## src/logic/sad_defines.vh

```
// Constants for the sliced ALU datapath: nibble operations, leg selects,
// shifter straps and section layout. Included by sad_datapath.v only.
`ifndef SAD_DEFINES_VH
`define SAD_DEFINES_VH

// ----------------------------------------
// Nibble operations
// ----------------------------------------
`define SAD_OP_ADD   5'h00
`define SAD_OP_SUBTRACT_A  5'h01
`define SAD_OP_SUBB  5'h02
`define SAD_OP_INCREMENT_A  5'h03
`define SAD_OP_DECA  5'h04
`define SAD_OP_INCB  5'h05
`define SAD_OP_DECB  5'h06
`define SAD_OP_ZERO  5'h07
`define SAD_OP_ONES  5'h08
`define SAD_OP_TA    5'h09
`define SAD_OP_TB    5'h0a
`define SAD_OP_NOTA  5'h0b
`define SAD_OP_NOTB  5'h0c
`define SAD_OP_OR    5'h0d
`define SAD_OP_AND   5'h0e
`define SAD_OP_XOR   5'h0f
`define SAD_OP_ANDNB 5'h10
`define SAD_OP_NANDB 5'h11

// ----------------------------------------
// Mode codes with special meaning
// ----------------------------------------
`define SAD_MODE_DIVIDE 5'h00

// ----------------------------------------
// Carry select codes (high and low sections)
// ----------------------------------------
`define SAD_CSEL_16 2'h0
`define SAD_CSEL_32 2'h1
`define SAD_CSEL_48 2'h2
`define SAD_CSEL_56 2'h3

// ----------------------------------------
// A-leg and B-leg select codes
// ----------------------------------------
`define SAD_ASEL_REGFILE 2'h0
`define SAD_ASEL_STAGE   2'h1
`define SAD_ASEL_EMIT    2'h2
`define SAD_ASEL_CARRY   2'h3
`define SAD_BSEL_EMIT    3'h0
`define SAD_BSEL_DATA    3'h1
`define SAD_BSEL_SUM     3'h2
`define SAD_BSEL_BUSB    3'h3
`define SAD_BSEL_SLICE   3'h4

// ----------------------------------------
// Shifter slice straps and section indices
// ----------------------------------------
`define SAD_STRAP_HIGH 2'h2
`define SAD_STRAP_LOW  2'h1
`define SAD_STRAP_EXT  2'h0
`define SAD_SEC_FLOAT  0
`define SAD_SEC_EXT    1
`define SAD_SEC_LOW    2
`define SAD_SEC_HIGH   3

`endif

```

## src/logic/sad_datapath.v

```verilog
// Sliced ALU datapath: 56-bit ALU (high, low, ext, float sections),
// leg multiplexers, data and stage registers, shifter slice transport.
// Assumes stage edges are one-cycle enables from the pipeline controller on sys_clk.
`timescale 1ns/1ps
`include "sad_defines.vh"

// Operation
// - Arithmetic select codes decode to divide, increments, add, subtracts, decrements.
// - Code 06 is undefined; it yields zeros here.
// - Look-ahead carry spans 56 bits, grouped by carry selects as 16/32/48/56.
// - High and low take two carry selects, ext one, float none.
// - Each section gives true and inverted result, sign, nibble/byte carries, zero.
// - Two A selects pick regfile, stage register, emit or carry-save carry.
// - Three B selects pick emit, data, carry-save sum, latched bus B, slice input.
// - Bus B latch opens at stage 7, closes by stage 8; driver holds data.
// - Slice input: pack data high, registered emit low, cc/parity ext, guard float.
// - Stage register captures shifter output at stage 9, selectable onto A leg.
// - Read right after write of same location takes the stage register.
// - Result saved at end of stage 9, written to regfile at end of stage 10.
// - Three stage registers: internal, bus D copy, regfile write copy.
// - Data register loads shifter or ALU output, feeds B, collects quotient.
// - Shifter is three 16-bit slices, each seeing all 48 bits, strapped by part.
// - Divide select swaps add and subtract-A, only when mode code is 00.
// - Mode selects per section, registered at stage 7.
module sad_datapath (
	input  wire        sys_clk,
	input  wire        reset,
	input  wire        stage7_edge,
	input  wire        stage8_edge,
	input  wire        stage9_edge,
	input  wire        stage10_edge,
	input  wire [19:0] mode_select,
	input  wire        divide_select,
	input  wire [1:0]  carry_sel_high,
	input  wire [1:0]  carry_sel_low,
	input  wire        carry_sel_ext,
	input  wire [7:0]  a_leg_select,
	input  wire [11:0] b_leg_select,
	input  wire [55:0] regfile_output,
	input  wire [55:0] emit,
	input  wire [55:0] csa_carry_register,
	input  wire [55:0] csa_sum_register,
	input  wire [15:0] bus_b_high_data,
	input  wire [15:0] pack_data,
	input  wire [15:0] cc_parity_data,
	input  wire [2:0]  guard_bits,
	input  wire        bypass_hit8,
	input  wire        bypass_hit7,
	input  wire        data_reg_load,
	input  wire        data_src_alu,
	input  wire        rf_write_request,
	output reg  [55:0] alu_result,
	output reg  [55:0] alu_result_n,
	output reg  [3:0]  result_sign,
	output reg  [7:0]  nibble_byte_carry_out,
	output reg  [3:0]  zero_detect_flag,
	output reg  [47:0] bus_d_stage,
	output reg  [47:0] rf_write_stage,
	output reg         rf_write_strobe
);

// ----------------------------------------
// Functions
// ----------------------------------------
function [9:0] mode_decode;
	input [4:0] mode;
	input       div;
	begin
		case (mode)
			5'h00: mode_decode = div ? {`SAD_OP_ADD, `SAD_OP_ADD} : {`SAD_OP_SUBTRACT_A, `SAD_OP_SUBTRACT_A};
			5'h01: mode_decode = {`SAD_OP_INCREMENT_A, `SAD_OP_INCREMENT_A};
			5'h02: mode_decode = {`SAD_OP_ADD, `SAD_OP_ADD};
			5'h03: mode_decode = {`SAD_OP_SUBB, `SAD_OP_DECA};
			5'h04: mode_decode = {`SAD_OP_SUBTRACT_A, `SAD_OP_SUBTRACT_A};
			5'h05: mode_decode = {`SAD_OP_ZERO, `SAD_OP_ADD};
			5'h06: mode_decode = {`SAD_OP_ZERO, `SAD_OP_ZERO};
			5'h07: mode_decode = {`SAD_OP_SUBB, `SAD_OP_SUBB};
			5'h08: mode_decode = {`SAD_OP_NOTA, `SAD_OP_NOTA};
			5'h09: mode_decode = {`SAD_OP_INCREMENT_A, `SAD_OP_INCREMENT_A};
			5'h0a: mode_decode = {`SAD_OP_INCREMENT_A, `SAD_OP_ADD};
			5'h0b: mode_decode = {`SAD_OP_DECA, `SAD_OP_DECA};
			5'h0c: mode_decode = {`SAD_OP_DECB, `SAD_OP_DECB};
			5'h0d: mode_decode = {`SAD_OP_ZERO, `SAD_OP_INCB};
			5'h0e: mode_decode = {`SAD_OP_INCB, `SAD_OP_INCB};
			5'h0f: mode_decode = {`SAD_OP_NOTB, `SAD_OP_NOTB};
			5'h10: mode_decode = {`SAD_OP_OR, `SAD_OP_OR};
			5'h11: mode_decode = {`SAD_OP_TA, `SAD_OP_ZERO};
			5'h12: mode_decode = {`SAD_OP_AND, `SAD_OP_AND};
			5'h13: mode_decode = {`SAD_OP_OR, `SAD_OP_TA};
			5'h14: mode_decode = {`SAD_OP_XOR, `SAD_OP_XOR};
			5'h15: mode_decode = {`SAD_OP_ZERO, `SAD_OP_TB};
			5'h16: mode_decode = {`SAD_OP_ANDNB, `SAD_OP_ANDNB};
			5'h17: mode_decode = {`SAD_OP_NANDB, `SAD_OP_NANDB};
			5'h18: mode_decode = {`SAD_OP_TA, `SAD_OP_TA};
			5'h19: mode_decode = {`SAD_OP_TA, `SAD_OP_TB};
			5'h1a: mode_decode = {`SAD_OP_TB, `SAD_OP_TA};
			5'h1b: mode_decode = {`SAD_OP_ZERO, `SAD_OP_TA};
			5'h1c: mode_decode = {`SAD_OP_TB, `SAD_OP_TB};
			5'h1d: mode_decode = {`SAD_OP_ZERO, `SAD_OP_ZERO};
			5'h1e: mode_decode = {`SAD_OP_TB, `SAD_OP_ZERO};
			default: mode_decode = {`SAD_OP_ONES, `SAD_OP_ONES};
		endcase
	end
endfunction

// Forced carry-in for the bottom nibble of a group
function carry_const;
	input [4:0] op;
	begin
		carry_const = (op == `SAD_OP_SUBTRACT_A) || (op == `SAD_OP_SUBB) ||
			(op == `SAD_OP_INCREMENT_A) || (op == `SAD_OP_INCB);
	end
endfunction

// Returns {carry, result} for one nibble
function [4:0] nibble_op;
	input [4:0] op;
	input [3:0] a;
	input [3:0] b;
	input       cin;
	begin
		case (op)
			`SAD_OP_ADD:   nibble_op = {1'b0, a} + {1'b0, b} + {4'h0, cin};
			`SAD_OP_SUBTRACT_A:  nibble_op = {1'b0, b} + {1'b0, ~a} + {4'h0, cin};
			`SAD_OP_SUBB:  nibble_op = {1'b0, a} + {1'b0, ~b} + {4'h0, cin};
			`SAD_OP_INCREMENT_A:  nibble_op = {1'b0, a} + {4'h0, cin};
			`SAD_OP_DECA:  nibble_op = {1'b0, a} + 5'h0f + {4'h0, cin};
			`SAD_OP_INCB:  nibble_op = {1'b0, b} + {4'h0, cin};
			`SAD_OP_DECB:  nibble_op = {1'b0, b} + 5'h0f + {4'h0, cin};
			`SAD_OP_ONES:  nibble_op = 5'h0f;
			`SAD_OP_TA:    nibble_op = {1'b0, a};
			`SAD_OP_TB:    nibble_op = {1'b0, b};
			`SAD_OP_NOTA:  nibble_op = {1'b0, ~a};
			`SAD_OP_NOTB:  nibble_op = {1'b0, ~b};
			`SAD_OP_OR:    nibble_op = {1'b0, a | b};
			`SAD_OP_AND:   nibble_op = {1'b0, a & b};
			`SAD_OP_XOR:   nibble_op = {1'b0, a ^ b};
			`SAD_OP_ANDNB: nibble_op = {1'b0, a & ~b};
			`SAD_OP_NANDB: nibble_op = {1'b0, ~a & b};
			default:       nibble_op = 5'h00;
		endcase
	end
endfunction

// A leg: bypass steers a regfile read onto the stage register
function [15:0] a_leg_mux;
	input [1:0]  sel;
	input [15:0] rf;
	input [15:0] rs;
	input [15:0] em;
	input [15:0] cr;
	input        hit;
	begin
		case (sel)
			`SAD_ASEL_REGFILE: a_leg_mux = hit ? rs : rf;
			`SAD_ASEL_STAGE:   a_leg_mux = rs;
			`SAD_ASEL_EMIT:    a_leg_mux = em;
			default:           a_leg_mux = cr;
		endcase
	end
endfunction

function [15:0] b_leg_mux;
	input [2:0]  sel;
	input [15:0] em;
	input [15:0] rd;
	input [15:0] sm;
	input [15:0] bb;
	input [15:0] slice_specific_input;
	begin
		case (sel)
			`SAD_BSEL_EMIT:  b_leg_mux = em;
			`SAD_BSEL_DATA:  b_leg_mux = rd;
			`SAD_BSEL_SUM:   b_leg_mux = sm;
			`SAD_BSEL_BUSB:  b_leg_mux = bb;
			`SAD_BSEL_SLICE: b_leg_mux = slice_specific_input;
			default:         b_leg_mux = 16'h0000;
		endcase
	end
endfunction

// One shifter slice: sees all 48 bits, strap picks its part
function [15:0] shifter_slice_chip;
	input [47:0] all_bits;
	input [1:0]  strap;
	begin
		case (strap)
			`SAD_STRAP_HIGH: shifter_slice_chip = all_bits[47:32];
			`SAD_STRAP_LOW:  shifter_slice_chip = all_bits[31:16];
			default:         shifter_slice_chip = all_bits[15:0];
		endcase
	end
endfunction

// ----------------------------------------
// Stage 7 registered controls
// ----------------------------------------
reg [19:0] mode_reg;
reg        divide_reg;
reg [1:0]  csel_high;
reg [1:0]  csel_low;
reg        csel_ext;
reg [7:0]  a_sel_reg;
reg [11:0] b_sel_reg;
reg [15:0] emit_low_reg;
reg        bus_b_open;
reg [15:0] bus_b_latched;

always @(posedge sys_clk) begin
	if (reset) begin
		mode_reg      <= 20'h00000;
		divide_reg    <= 1'b0;
		csel_high     <= 2'h0;
		csel_low      <= 2'h0;
		csel_ext      <= 1'b0;
		a_sel_reg     <= 8'h00;
		b_sel_reg     <= 12'h000;
		emit_low_reg  <= 16'h0000;
		bus_b_open    <= 1'b0;
		bus_b_latched <= 16'h0000;
	end else begin
		if (stage7_edge) begin
			mode_reg     <= mode_select;
			divide_reg   <= divide_select;
			csel_high    <= carry_sel_high;
			csel_low     <= carry_sel_low;
			csel_ext     <= carry_sel_ext;
			a_sel_reg    <= a_leg_select;
			b_sel_reg    <= b_leg_select;
			emit_low_reg <= emit[39:24];
		end
		// Transparent while open, so the value seen last before close is kept
		if (stage7_edge)
			bus_b_open <= 1'b1;
		else if (stage8_edge)
			bus_b_open <= 1'b0;
		if (stage7_edge || bus_b_open)
			bus_b_latched <= bus_b_high_data;
	end
end

// ----------------------------------------
// Leg multiplexers
// ----------------------------------------
reg  [47:0] stage_register;
reg  [55:0] data_register;
wire [55:0] a_leg;
wire [55:0] b_leg;
wire [15:0] a_float;
wire [15:0] b_float;

assign a_leg[55:40] = a_leg_mux(a_sel_reg[7:6], regfile_output[55:40], stage_register[47:32],
	emit[55:40], csa_carry_register[55:40], bypass_hit8);
assign a_leg[39:24] = a_leg_mux(a_sel_reg[5:4], regfile_output[39:24], stage_register[31:16],
	emit[39:24], csa_carry_register[39:24], bypass_hit8);
assign a_leg[23:8]  = a_leg_mux(a_sel_reg[3:2], regfile_output[23:8], stage_register[15:0],
	emit[23:8], csa_carry_register[23:8], bypass_hit7);
// Float slice has no stage register or carry-save path on its A leg
assign a_float      = a_leg_mux(a_sel_reg[1:0], {8'h00, regfile_output[7:0]}, 16'h0000,
	{8'h00, emit[7:0]}, 16'h0000, 1'b0);
assign a_leg[7:0]   = a_float[7:0];

assign b_leg[55:40] = b_leg_mux(b_sel_reg[11:9], emit[55:40], data_register[55:40],
	csa_sum_register[55:40], bus_b_latched, pack_data);
assign b_leg[39:24] = b_leg_mux(b_sel_reg[8:6], emit[39:24], data_register[39:24],
	csa_sum_register[39:24], bus_b_latched, emit_low_reg);
assign b_leg[23:8]  = b_leg_mux(b_sel_reg[5:3], emit[23:8], data_register[23:8],
	csa_sum_register[23:8], bus_b_latched, cc_parity_data);
assign b_float      = b_leg_mux(b_sel_reg[2:0], {8'h00, emit[7:0]}, {8'h00, data_register[7:0]},
	{8'h00, csa_sum_register[7:0]}, {8'h00, bus_b_latched[7:0]}, {13'h0, guard_bits});
assign b_leg[7:0]   = b_float[7:0];

// ----------------------------------------
// ALU core with sectioned carry
// ----------------------------------------
reg [19:0] op_hi;
reg [19:0] op_lo;
reg [3:0]  chain;
reg [55:0] sum;
reg [13:0] nib_carry;
reg [6:0]  byte_carry;
reg [9:0]  dec;
reg [4:0]  lo_res;
reg [4:0]  hi_res;
reg        c;
integer    s;
integer    i;
integer    k;

always @* begin
	op_hi = 20'h00000;
	op_lo = 20'h00000;
	dec   = 10'h000;
	for (k = 0; k < 4; k = k + 1) begin
		dec = mode_decode(mode_reg[k*5 +: 5], divide_reg);
		op_hi[k*5 +: 5] = dec[9:5];
		op_lo[k*5 +: 5] = dec[4:0];
	end
	// A section takes its lower neighbour's carry only when grouped with it
	chain[`SAD_SEC_FLOAT] = 1'b0;
	chain[`SAD_SEC_EXT]   = csel_ext;
	chain[`SAD_SEC_LOW]   = csel_low[1];
	chain[`SAD_SEC_HIGH]  = (csel_high != `SAD_CSEL_16);
end

always @* begin
	sum        = 56'h0;
	nib_carry  = 14'h0;
	byte_carry = 7'h0;
	lo_res     = 5'h00;
	hi_res     = 5'h00;
	c          = 1'b0;
	s          = 0;
	for (i = 0; i < 7; i = i + 1) begin
		s = (i + 1) / 2;
		// A split byte must not inherit the neighbour's carry on its low nibble
		if (op_hi[s*5 +: 5] != op_lo[s*5 +: 5])
			c = carry_const(op_lo[s*5 +: 5]);
		else if (i == 0 || i == 1 || i == 3 || i == 5)
			c = chain[s] ? c : carry_const(op_lo[s*5 +: 5]);
		lo_res = nibble_op(op_lo[s*5 +: 5], a_leg[i*8 +: 4], b_leg[i*8 +: 4], c);
		// Split modes break the carry between nibbles
		c = (op_hi[s*5 +: 5] == op_lo[s*5 +: 5]) ? lo_res[4] : carry_const(op_hi[s*5 +: 5]);
		hi_res = nibble_op(op_hi[s*5 +: 5], a_leg[i*8+4 +: 4], b_leg[i*8+4 +: 4], c);
		c = hi_res[4];
		sum[i*8 +: 8]       = {hi_res[3:0], lo_res[3:0]};
		nib_carry[i*2 +: 2] = {hi_res[4], lo_res[4]};
		byte_carry[i]       = hi_res[4];
	end
end

// ----------------------------------------
// Section outputs
// ----------------------------------------
always @(posedge sys_clk) begin
	if (reset) begin
		alu_result            <= 56'h0;
		alu_result_n          <= {56{1'b1}};
		result_sign           <= 4'h0;
		nibble_byte_carry_out <= 8'h00;
		zero_detect_flag      <= 4'hf;
	end else begin
		alu_result   <= sum;
		alu_result_n <= ~sum;
		result_sign  <= {sum[55], sum[39], sum[23], sum[7]};
		nibble_byte_carry_out <= {byte_carry[6], nib_carry[12], byte_carry[4], nib_carry[8],
			byte_carry[2], nib_carry[4], byte_carry[0], nib_carry[0]};
		zero_detect_flag <= {sum[55:40] == 16'h0000, sum[39:24] == 16'h0000,
			sum[23:8] == 16'h0000, sum[7:0] == 8'h00};
	end
end

// ----------------------------------------
// Shifter, stage and data registers
// ----------------------------------------
// Shift modes are outside this block; slices transport their own part
wire [47:0] shifter_out;
reg         write_pending;

assign shifter_out = {shifter_slice_chip(alu_result[55:8], `SAD_STRAP_HIGH),
	shifter_slice_chip(alu_result[55:8], `SAD_STRAP_LOW),
	shifter_slice_chip(alu_result[55:8], `SAD_STRAP_EXT)};

always @(posedge sys_clk) begin
	if (reset) begin
		stage_register  <= 48'h0;
		bus_d_stage     <= 48'h0;
		rf_write_stage  <= 48'h0;
		data_register   <= 56'h0;
		write_pending   <= 1'b0;
		rf_write_strobe <= 1'b0;
	end else begin
		rf_write_strobe <= 1'b0;
		if (stage9_edge) begin
			stage_register <= shifter_out;
			bus_d_stage    <= shifter_out;
			rf_write_stage <= shifter_out;
			write_pending  <= rf_write_request;
		end else if (stage10_edge && write_pending) begin
			rf_write_strobe <= 1'b1;
			write_pending   <= 1'b0;
		end
		if (data_reg_load) begin
			// Divide shifts in a quotient bit: one when the remainder stays non-negative
			if (mode_reg[19:15] == `SAD_MODE_DIVIDE)
				data_register <= {data_register[54:0], ~alu_result[55]};
			else if (data_src_alu)
				data_register <= alu_result;
			else
				data_register <= {shifter_out, alu_result[7:0]};
		end
	end
end

endmodule // sad_datapath

```

## config.mk

```make
export PLATFORM = sky130hd
export DESIGN_NAME = sad_datapath
export DESIGN_NICKNAME = d
export VERILOG_FILES = /design/src/logic/sad_datapath.v
export VERILOG_INCLUDE_DIRS = /design/src /design/src/logic
export SDC_FILE = /design/constraint.sdc
export NUM_CORES = 2
export LEC_CHECK = 0
export BUFFER_PORTS_ARGS = -buffer_cell sky130_fd_sc_hd__buf_2
export CORE_MARGIN = 2
export CORE_UTILIZATION = 53
export DETAILED_ROUTE_END_ITERATION = 10
export PLACE_DENSITY_LB_ADDON = 0.1
export SLEW_MARGIN = 0
export SYNTH_ARGS = -nofsm -noshare
export SYNTH_HDL_FRONTEND = slang
export SYNTH_SLANG_ARGS = --single-unit
```

## constraint.sdc

```tcl
create_clock -name sys_clk -period 29.9 [get_ports sys_clk]
set_clock_uncertainty 0.05 [all_clocks]
set_input_delay 5.98 -clock sys_clk [delete_from_list [all_inputs] [get_ports sys_clk]]
set_output_delay 5.98 -clock sys_clk [all_outputs]
set_load 0.01 [all_outputs]
```

# Word level (Yosys, flattened, before mapping)
# Index checks and enable logic that the tools add are counted.
# totals
reg_bits,313
inputBits,332
output_inout_bits,225
wordCells,679
# op_classes
addsub,168
n_eq_ne,278
muxes,52
n_bitwise,100
n_reduce_logical,62
# op_table
operator,n
$pmux 5 s17,14
$pmux 10 s29,4
$eq 5x4->1 const B,96
$eq 5x5->1 const B,76
$add 5x1->5,70
$pmux 16 s5,3
$add 4x4->5,42
$eq 5x3->1 const B,40
$and 4x4->4,42
$pmux 16 s3,3
$add 4x1->5,28
$add 4x4->5 const B,28
$eq 5x2->1 const B,24
$not 4->4,28
$eq 5x1->1 const B,12
$logic_not 5->1,12
$mux 56,1
$not 56->56,1
$or 4x4->4,14
$xor 4x4->4,14
$logic_not 16->1,3
$mux 16,3
$pmux 8 s5,1
$logic_or 1x1->1,25
other kinds (17),76

# Depth between registers and ports, before layout
# depth
ltp_word,52
ltp_mapped,140
mapped_depth_nobuf,139

# Least setup slack after synthesis
# No wires, ideal clock.
# synth_path
kind,input port to flip-flop
startpoint,in guard_bits[0]
endpoint,reg zero_detect_flag[3]
arrival_time_ns,32.267
required_ns,29.784
path_slack_ns,-2.483
path_stages,133
path_buffers,0
cell_sequence,mux2i_1 o21ai_0 o21ai_0 fa_1 inv_1 fa_1 a21oi_1 nor2_1 o21ai_0 o211ai_1 nor4_1 mux2_2 fa_1 inv_1 fa_1 a21o_1 a21oi_1 o211ai_1 [... 97 more ...] fa_1 inv_1 fa_1 a21o_1 a21oi_1 o221ai_1 nor4_1 mux2_2 fa_1 o21bai_1 a21oi_1 o221ai_1 a21boi_0 a2111oi_0 o2111ai_1 or4_1 nor4_2 a2bb2oi_2
# synth_between
elab_chain_len,48
elab_cells_between_ends,133
classes_between,add/sub: 100; mux: 31; bitwise: 1; reduce/logical: 1
# synth_rtl
element,line,source
start: declaration,sad_datapath.v:46,"input wire [2:0] guard_bits,"
$pmux 8 s5 *,sad_datapath.v:171,case (sel)
$not 4->4,sad_datapath.v:125,"`SAD_OP_SUBB: nibble_op = {1'b0, a} + {1'b0, ~b} + {4'h0, cin};"
$add 4x4->5,sad_datapath.v:125,
$add 5x1->5,sad_datapath.v:125,
$pmux 5 s17 *,sad_datapath.v:122,case (op)
$mux 1 *,sad_datapath.v:323,c = (op_hi[s*5 +: 5] == op_lo[s*5 +: 5]) ? lo_res[4] : carry_const(op_hi[s*5 +: 5]);
"$add 5x1->5, or another cell as far along",sad_datapath.v:129,"`SAD_OP_DECB: nibble_op = {1'b0, b} + 5'h0f + {4'h0, cin};"
$pmux 5 s17 *,sad_datapath.v:122,
[... 32 more ...],--,
$pmux 5 s17,sad_datapath.v:122,
$mux 1,sad_datapath.v:317,if (op_hi[s*5 +: 5] != op_lo[s*5 +: 5])
"$add 5x1->5, or another cell as far along",sad_datapath.v:129,
$pmux 5 s17,sad_datapath.v:122,
$mux 1,sad_datapath.v:323,
"$add 5x1->5, or another cell as far along",sad_datapath.v:129,
$pmux 5 s17,sad_datapath.v:122,
$logic_not 16->1 *,sad_datapath.v:348,"zero_detect_flag <= {sum[55:40] == 16'h0000, sum[39:24] == 16'h0000,"
end signal: assignment,sad_datapath.v:348,
end: declaration,sad_datapath.v:56,"output reg [3:0] zero_detect_flag,"
# Mark *: on every way between the ends. The rest lies on a longest branch, timed or not.
# A chain may end at the register's enable or synchronous reset.

# Worst setup path in the final report
# layout_path
startpoint,in emit[0]
endpoint,reg zero_detect_flag[3]
# layout_between
elab_chain_len,48
elab_cells_between_ends,138
classes_between,add/sub: 103; mux: 32; bitwise: 2; reduce/logical: 1
# layout_rtl
element,line,source
start: declaration,sad_datapath.v:40,"input wire [55:0] emit,"
$pmux 8 s5 / $pmux 8 s2 (equally long branches),"sad_datapath.v:171, sad_datapath.v:154",
$not 4->4 (on tied branches),"sad_datapath.v:125, sad_datapath.v:124",
$add 4x4->5 (on tied branches),"sad_datapath.v:125, sad_datapath.v:124",
$add 5x1->5 (on tied branches),"sad_datapath.v:125, sad_datapath.v:124",
$pmux 5 s17 *,sad_datapath.v:122,
$mux 1 *,sad_datapath.v:323,
"$add 5x1->5, or another cell as far along",sad_datapath.v:129,
$pmux 5 s17 *,sad_datapath.v:122,
[... 32 more ...],--,
$pmux 5 s17,sad_datapath.v:122,
$mux 1,sad_datapath.v:317,
"$add 5x1->5, or another cell as far along",sad_datapath.v:129,
$pmux 5 s17,sad_datapath.v:122,
$mux 1,sad_datapath.v:323,
"$add 5x1->5, or another cell as far along",sad_datapath.v:129,
$pmux 5 s17,sad_datapath.v:122,
$logic_not 16->1 *,sad_datapath.v:348,
# Marks and branches as above.

==> flow_summary_export.csv <==
group,metric,value,unit
die,start_util,53.67,%
placement,place_congestion,1.027,
logic_synthesis,synthAdderAreaFrac,16.08,%
sta,tightest_slew,1382,ps
die,die_w,254.2,µm
global_routing,antenna_found_initial,14,
route,drc,0,
logic_synthesis,postSynthAreaPerCell,7.856,µm²
layout,fin_util,65.58,%
layout,area_delta_synth_final,22.18,%
sta,hold_slack,411.2,ps
critical_path,max_stage_delay,520,ps
logic_synthesis,synth_mux_area_share,11.94,%
sta,post-route-min-period,31210,ps
die,die-area,64630,µm²
logic_synthesis,synth_compound_area_share,23.73,%
power,p_leak,18.30,nW
logic_synthesis,synth.cell_area,33180,µm²
global_routing,grt_pass1_vias,34200,
critical_path,crit_start,"emit[0]",
sta,post-route-period-util,104.4,%
critical_path,crit_buf_inv,22,
critical_path,cp_top_family,"adder cells",
logic_synthesis,synth_top_family_by_area,"compound AO/OA/AOI/OAI gates",
critical_path,reg2reg_depth,139,
logic_synthesis,yosys_warnings,0,
logic_synthesis,postSynthCellCount,4224,
route,wl_per_cell,26.49,µm
layout,fillers,5588,
route,first_pass_iters,8,
logic_synthesis,synth_flop_cell,"dfxtp_1",
sta,setup_ws,-1305,ps
logic_synthesis,ys_types,99,
logic_synthesis,yosys.area_share.simple,19.67,%
critical_path,end_kind,"flop",
sta,finalHoldViolCount,0,
critical_path,path_class,"primary input to flop",
route,drtIter0Drc,4639,
cts,worstSkewPairLatency,620,ps
layout,final-seq-area,6167,µm²
power,max-vdd-ir-drop,0.00005168,V
route,ant_nets,0,
critical_path,critical_path.max_fanout,4,
die,coreArea,61830,µm²
layout,fin_area,40540,µm²
global_routing,grt_pass1_wl,220000,µm
critical_path,reg2reg_slack,2540,ps
layout,fin_cells,5743,
route,vias_per_cell,6.467,
placement,dpl.hpwl,115000,µm
global_routing,grtUsageTotal,45.04,%
critical_path,worstReg2RegEnd,"zero_detect_flag[3]",
sta,rsz0062_at_grt,"yes",
die,pin_count,557,
layout,multi_input_area,25200,µm²
status,violations,"setup timing",
die,die_h,254.2,µm
placement,dp_cells,5601,
cts,path_clk_slew,70,ps
logic_synthesis,synthXorXnorAreaFrac,2.217,%
critical_path,critPathRequiredTime,30370,ps
cts,cts.sink_count,308,
logic_synthesis,synth_seq_area_share,18.58,%
layout,final_common_cell,"buf_2",
logic_synthesis,ys_ff_latch,308,
layout,final_nets,5572,
cts,htree_levels,2,
sta,report.final.slew_viol_count,0,
sta,finalSetupViolations,10,
critical_path,worstSetupStartpointType,"primary input",
critical_path,critPathSlowestCell,"fa_2",
cts,numCtsBuffers,37,
power,fin_total_pwr,2.226,mW
logic_synthesis,synth_nets,4932,
critical_path,endpoint,"zero_detect_flag[3]",
layout,mostFrequentLayoutCells,"540 x buf_2, 423 x nor2_1, 377 x buf_4",
logic_synthesis,async_flop_share,0,%
placement,io_buffers,546,
sta,fmax,32.05,MHz
route,vias,37140,
cts,cts_root_buf,"clkbuf_16",
sta,slew_headroom,6.581,%
worst_hold_path,hold_path.class,"flop to flop",
global_routing,grt_overflow_total,0,
cts,clock_path_buffers,3,
die,rows,91,
cts,ctsHoldBuffers,0,
critical_path,crit_cells,143,
layout,layout-drive-gt1-share,27.92,%
critical_path,critPathArrivalTime,31680,ps
route,drt_wl_total,152100,µm
critical_path,cp_common_cell,"fa_2",
placement,place_area,38110,µm²
job,maxCapViolCount,0,
logic_synthesis,synth_edf_count,0,
critical_path,r2r-start,"mode_reg[3]",
cts,cts_tree,"yes",
status,status,"finished with violations",
layout,largestRegisters,"alu_result (56), alu_result_n (56), data_register (56)",
global_routing,grt_start_max_net_pins,113,
power,p_per_area,54.90,nW/µm²
cells by family after synthesis:
family / after synthesis
simple gates: 1356
xor+xnor: 84
fa+ha+maj: 376
compound gates: 1138
buf+inv: 603
flops: 308
mux: 359
through the flow:
stage	setup slack, ps	TNS, ps
after floorplan	2.652	0
after global placement	-3343	-36500
after detailed placement	-3571	-39810
after CTS	-951.6	-5063
after global routing	-2287	-21280
final	-1305	-9099
timing repair:
action / CTS / global route
setup endpoints to repair: 19 / 19
buffers inserted: 43 / 27
resized for setup: 117 / 66
pin swaps: 148 / 46
cloned: 0 / 0
per-layer routing:
| layer | routed length [µm] | track usage, % | up-vias |
|---|---|---|---|
| li1 | - | - | 16550 |
| met1 | 59200 | 57.90 | 17470 |
| met2 | 63850 | 66.50 | 2531 |
| met5 | 52 | 0 | - |
| met3 | 17860 | 12.38 | 580 |
| met4 | 11160 | 28.79 | 8 |
synthesized netlist by cell type (50+ instances only):
| cell | number | area, µm² |
|---|---|---|
| o22ai_1 | 67 | 419.2 |
| inv_1 | 265 | 994.7 |
| nor2_1 | 430 | 1614 |
| or2_2 | 59 | 369.1 |
| a211oi_1 | 58 | 435.4 |
| nor3_1 | 90 | 450.4 |
| dfxtp_1 | 308 | 6166 |
| buf_2 | 50 | 250.2 |
| ha_1 | 292 | 3654 |
| a311oi_1 | 66 | 578.1 |
| mux2_2 | 53 | 596.8 |
| a21oi_1 | 226 | 1131 |
| fa_1 | 84 | 1682 |
| mux2i_1 | 281 | 2813 |
| buf_4 | 59 | 442.9 |
| nand2b_1 | 50 | 312.8 |
| nand3_1 | 165 | 825.8 |
| xnor2_1 | 53 | 464.2 |
| o21ai_0 | 204 | 1021 |
| clkbuf_1 | 190 | 713.2 |
| nand2_1 | 311 | 1167 |
area by class of cell:
| type | instances | area share (%) |
|---|---|---|
| inverter | 269 | 2.491 |
| multi-input combinational | 3313 | 62.15 |
| clock buffer | 46 | 2.441 |
| sequential | 308 | 15.21 |
| antenna | 14 | 0.08641 |
| timing repair buffer | 935 | 14.17 |
| tap | 837 | 2.583 |
| clock inverter | 21 | 0.8672 |
worst min-delay path by stage:
stage / endpoint / from / depth (start not counted) / slack, ps
finish: rf_write_strobe / write_pending / 1 / 410
global route: rf_write_strobe / write_pending / 1 / 430
detailed placement: rf_write_strobe / write_pending / 1 / 400
floorplan: rf_write_strobe / write_pending / 1 / 390
CTS: rf_write_strobe / write_pending / 1 / 410
global placement: rf_write_strobe / write_pending / 1 / 400
report_power, final:
part	switching, mW	leakage, nW	internal [mW]
Clock	0.213	0.654	0.301
Sequential	0.0815	2.55	0.471
Combinational	0.670	15.1	0.490
Total	0.964	18.3	1.26
Note: power is estimated with default switching activity, not from simulation.
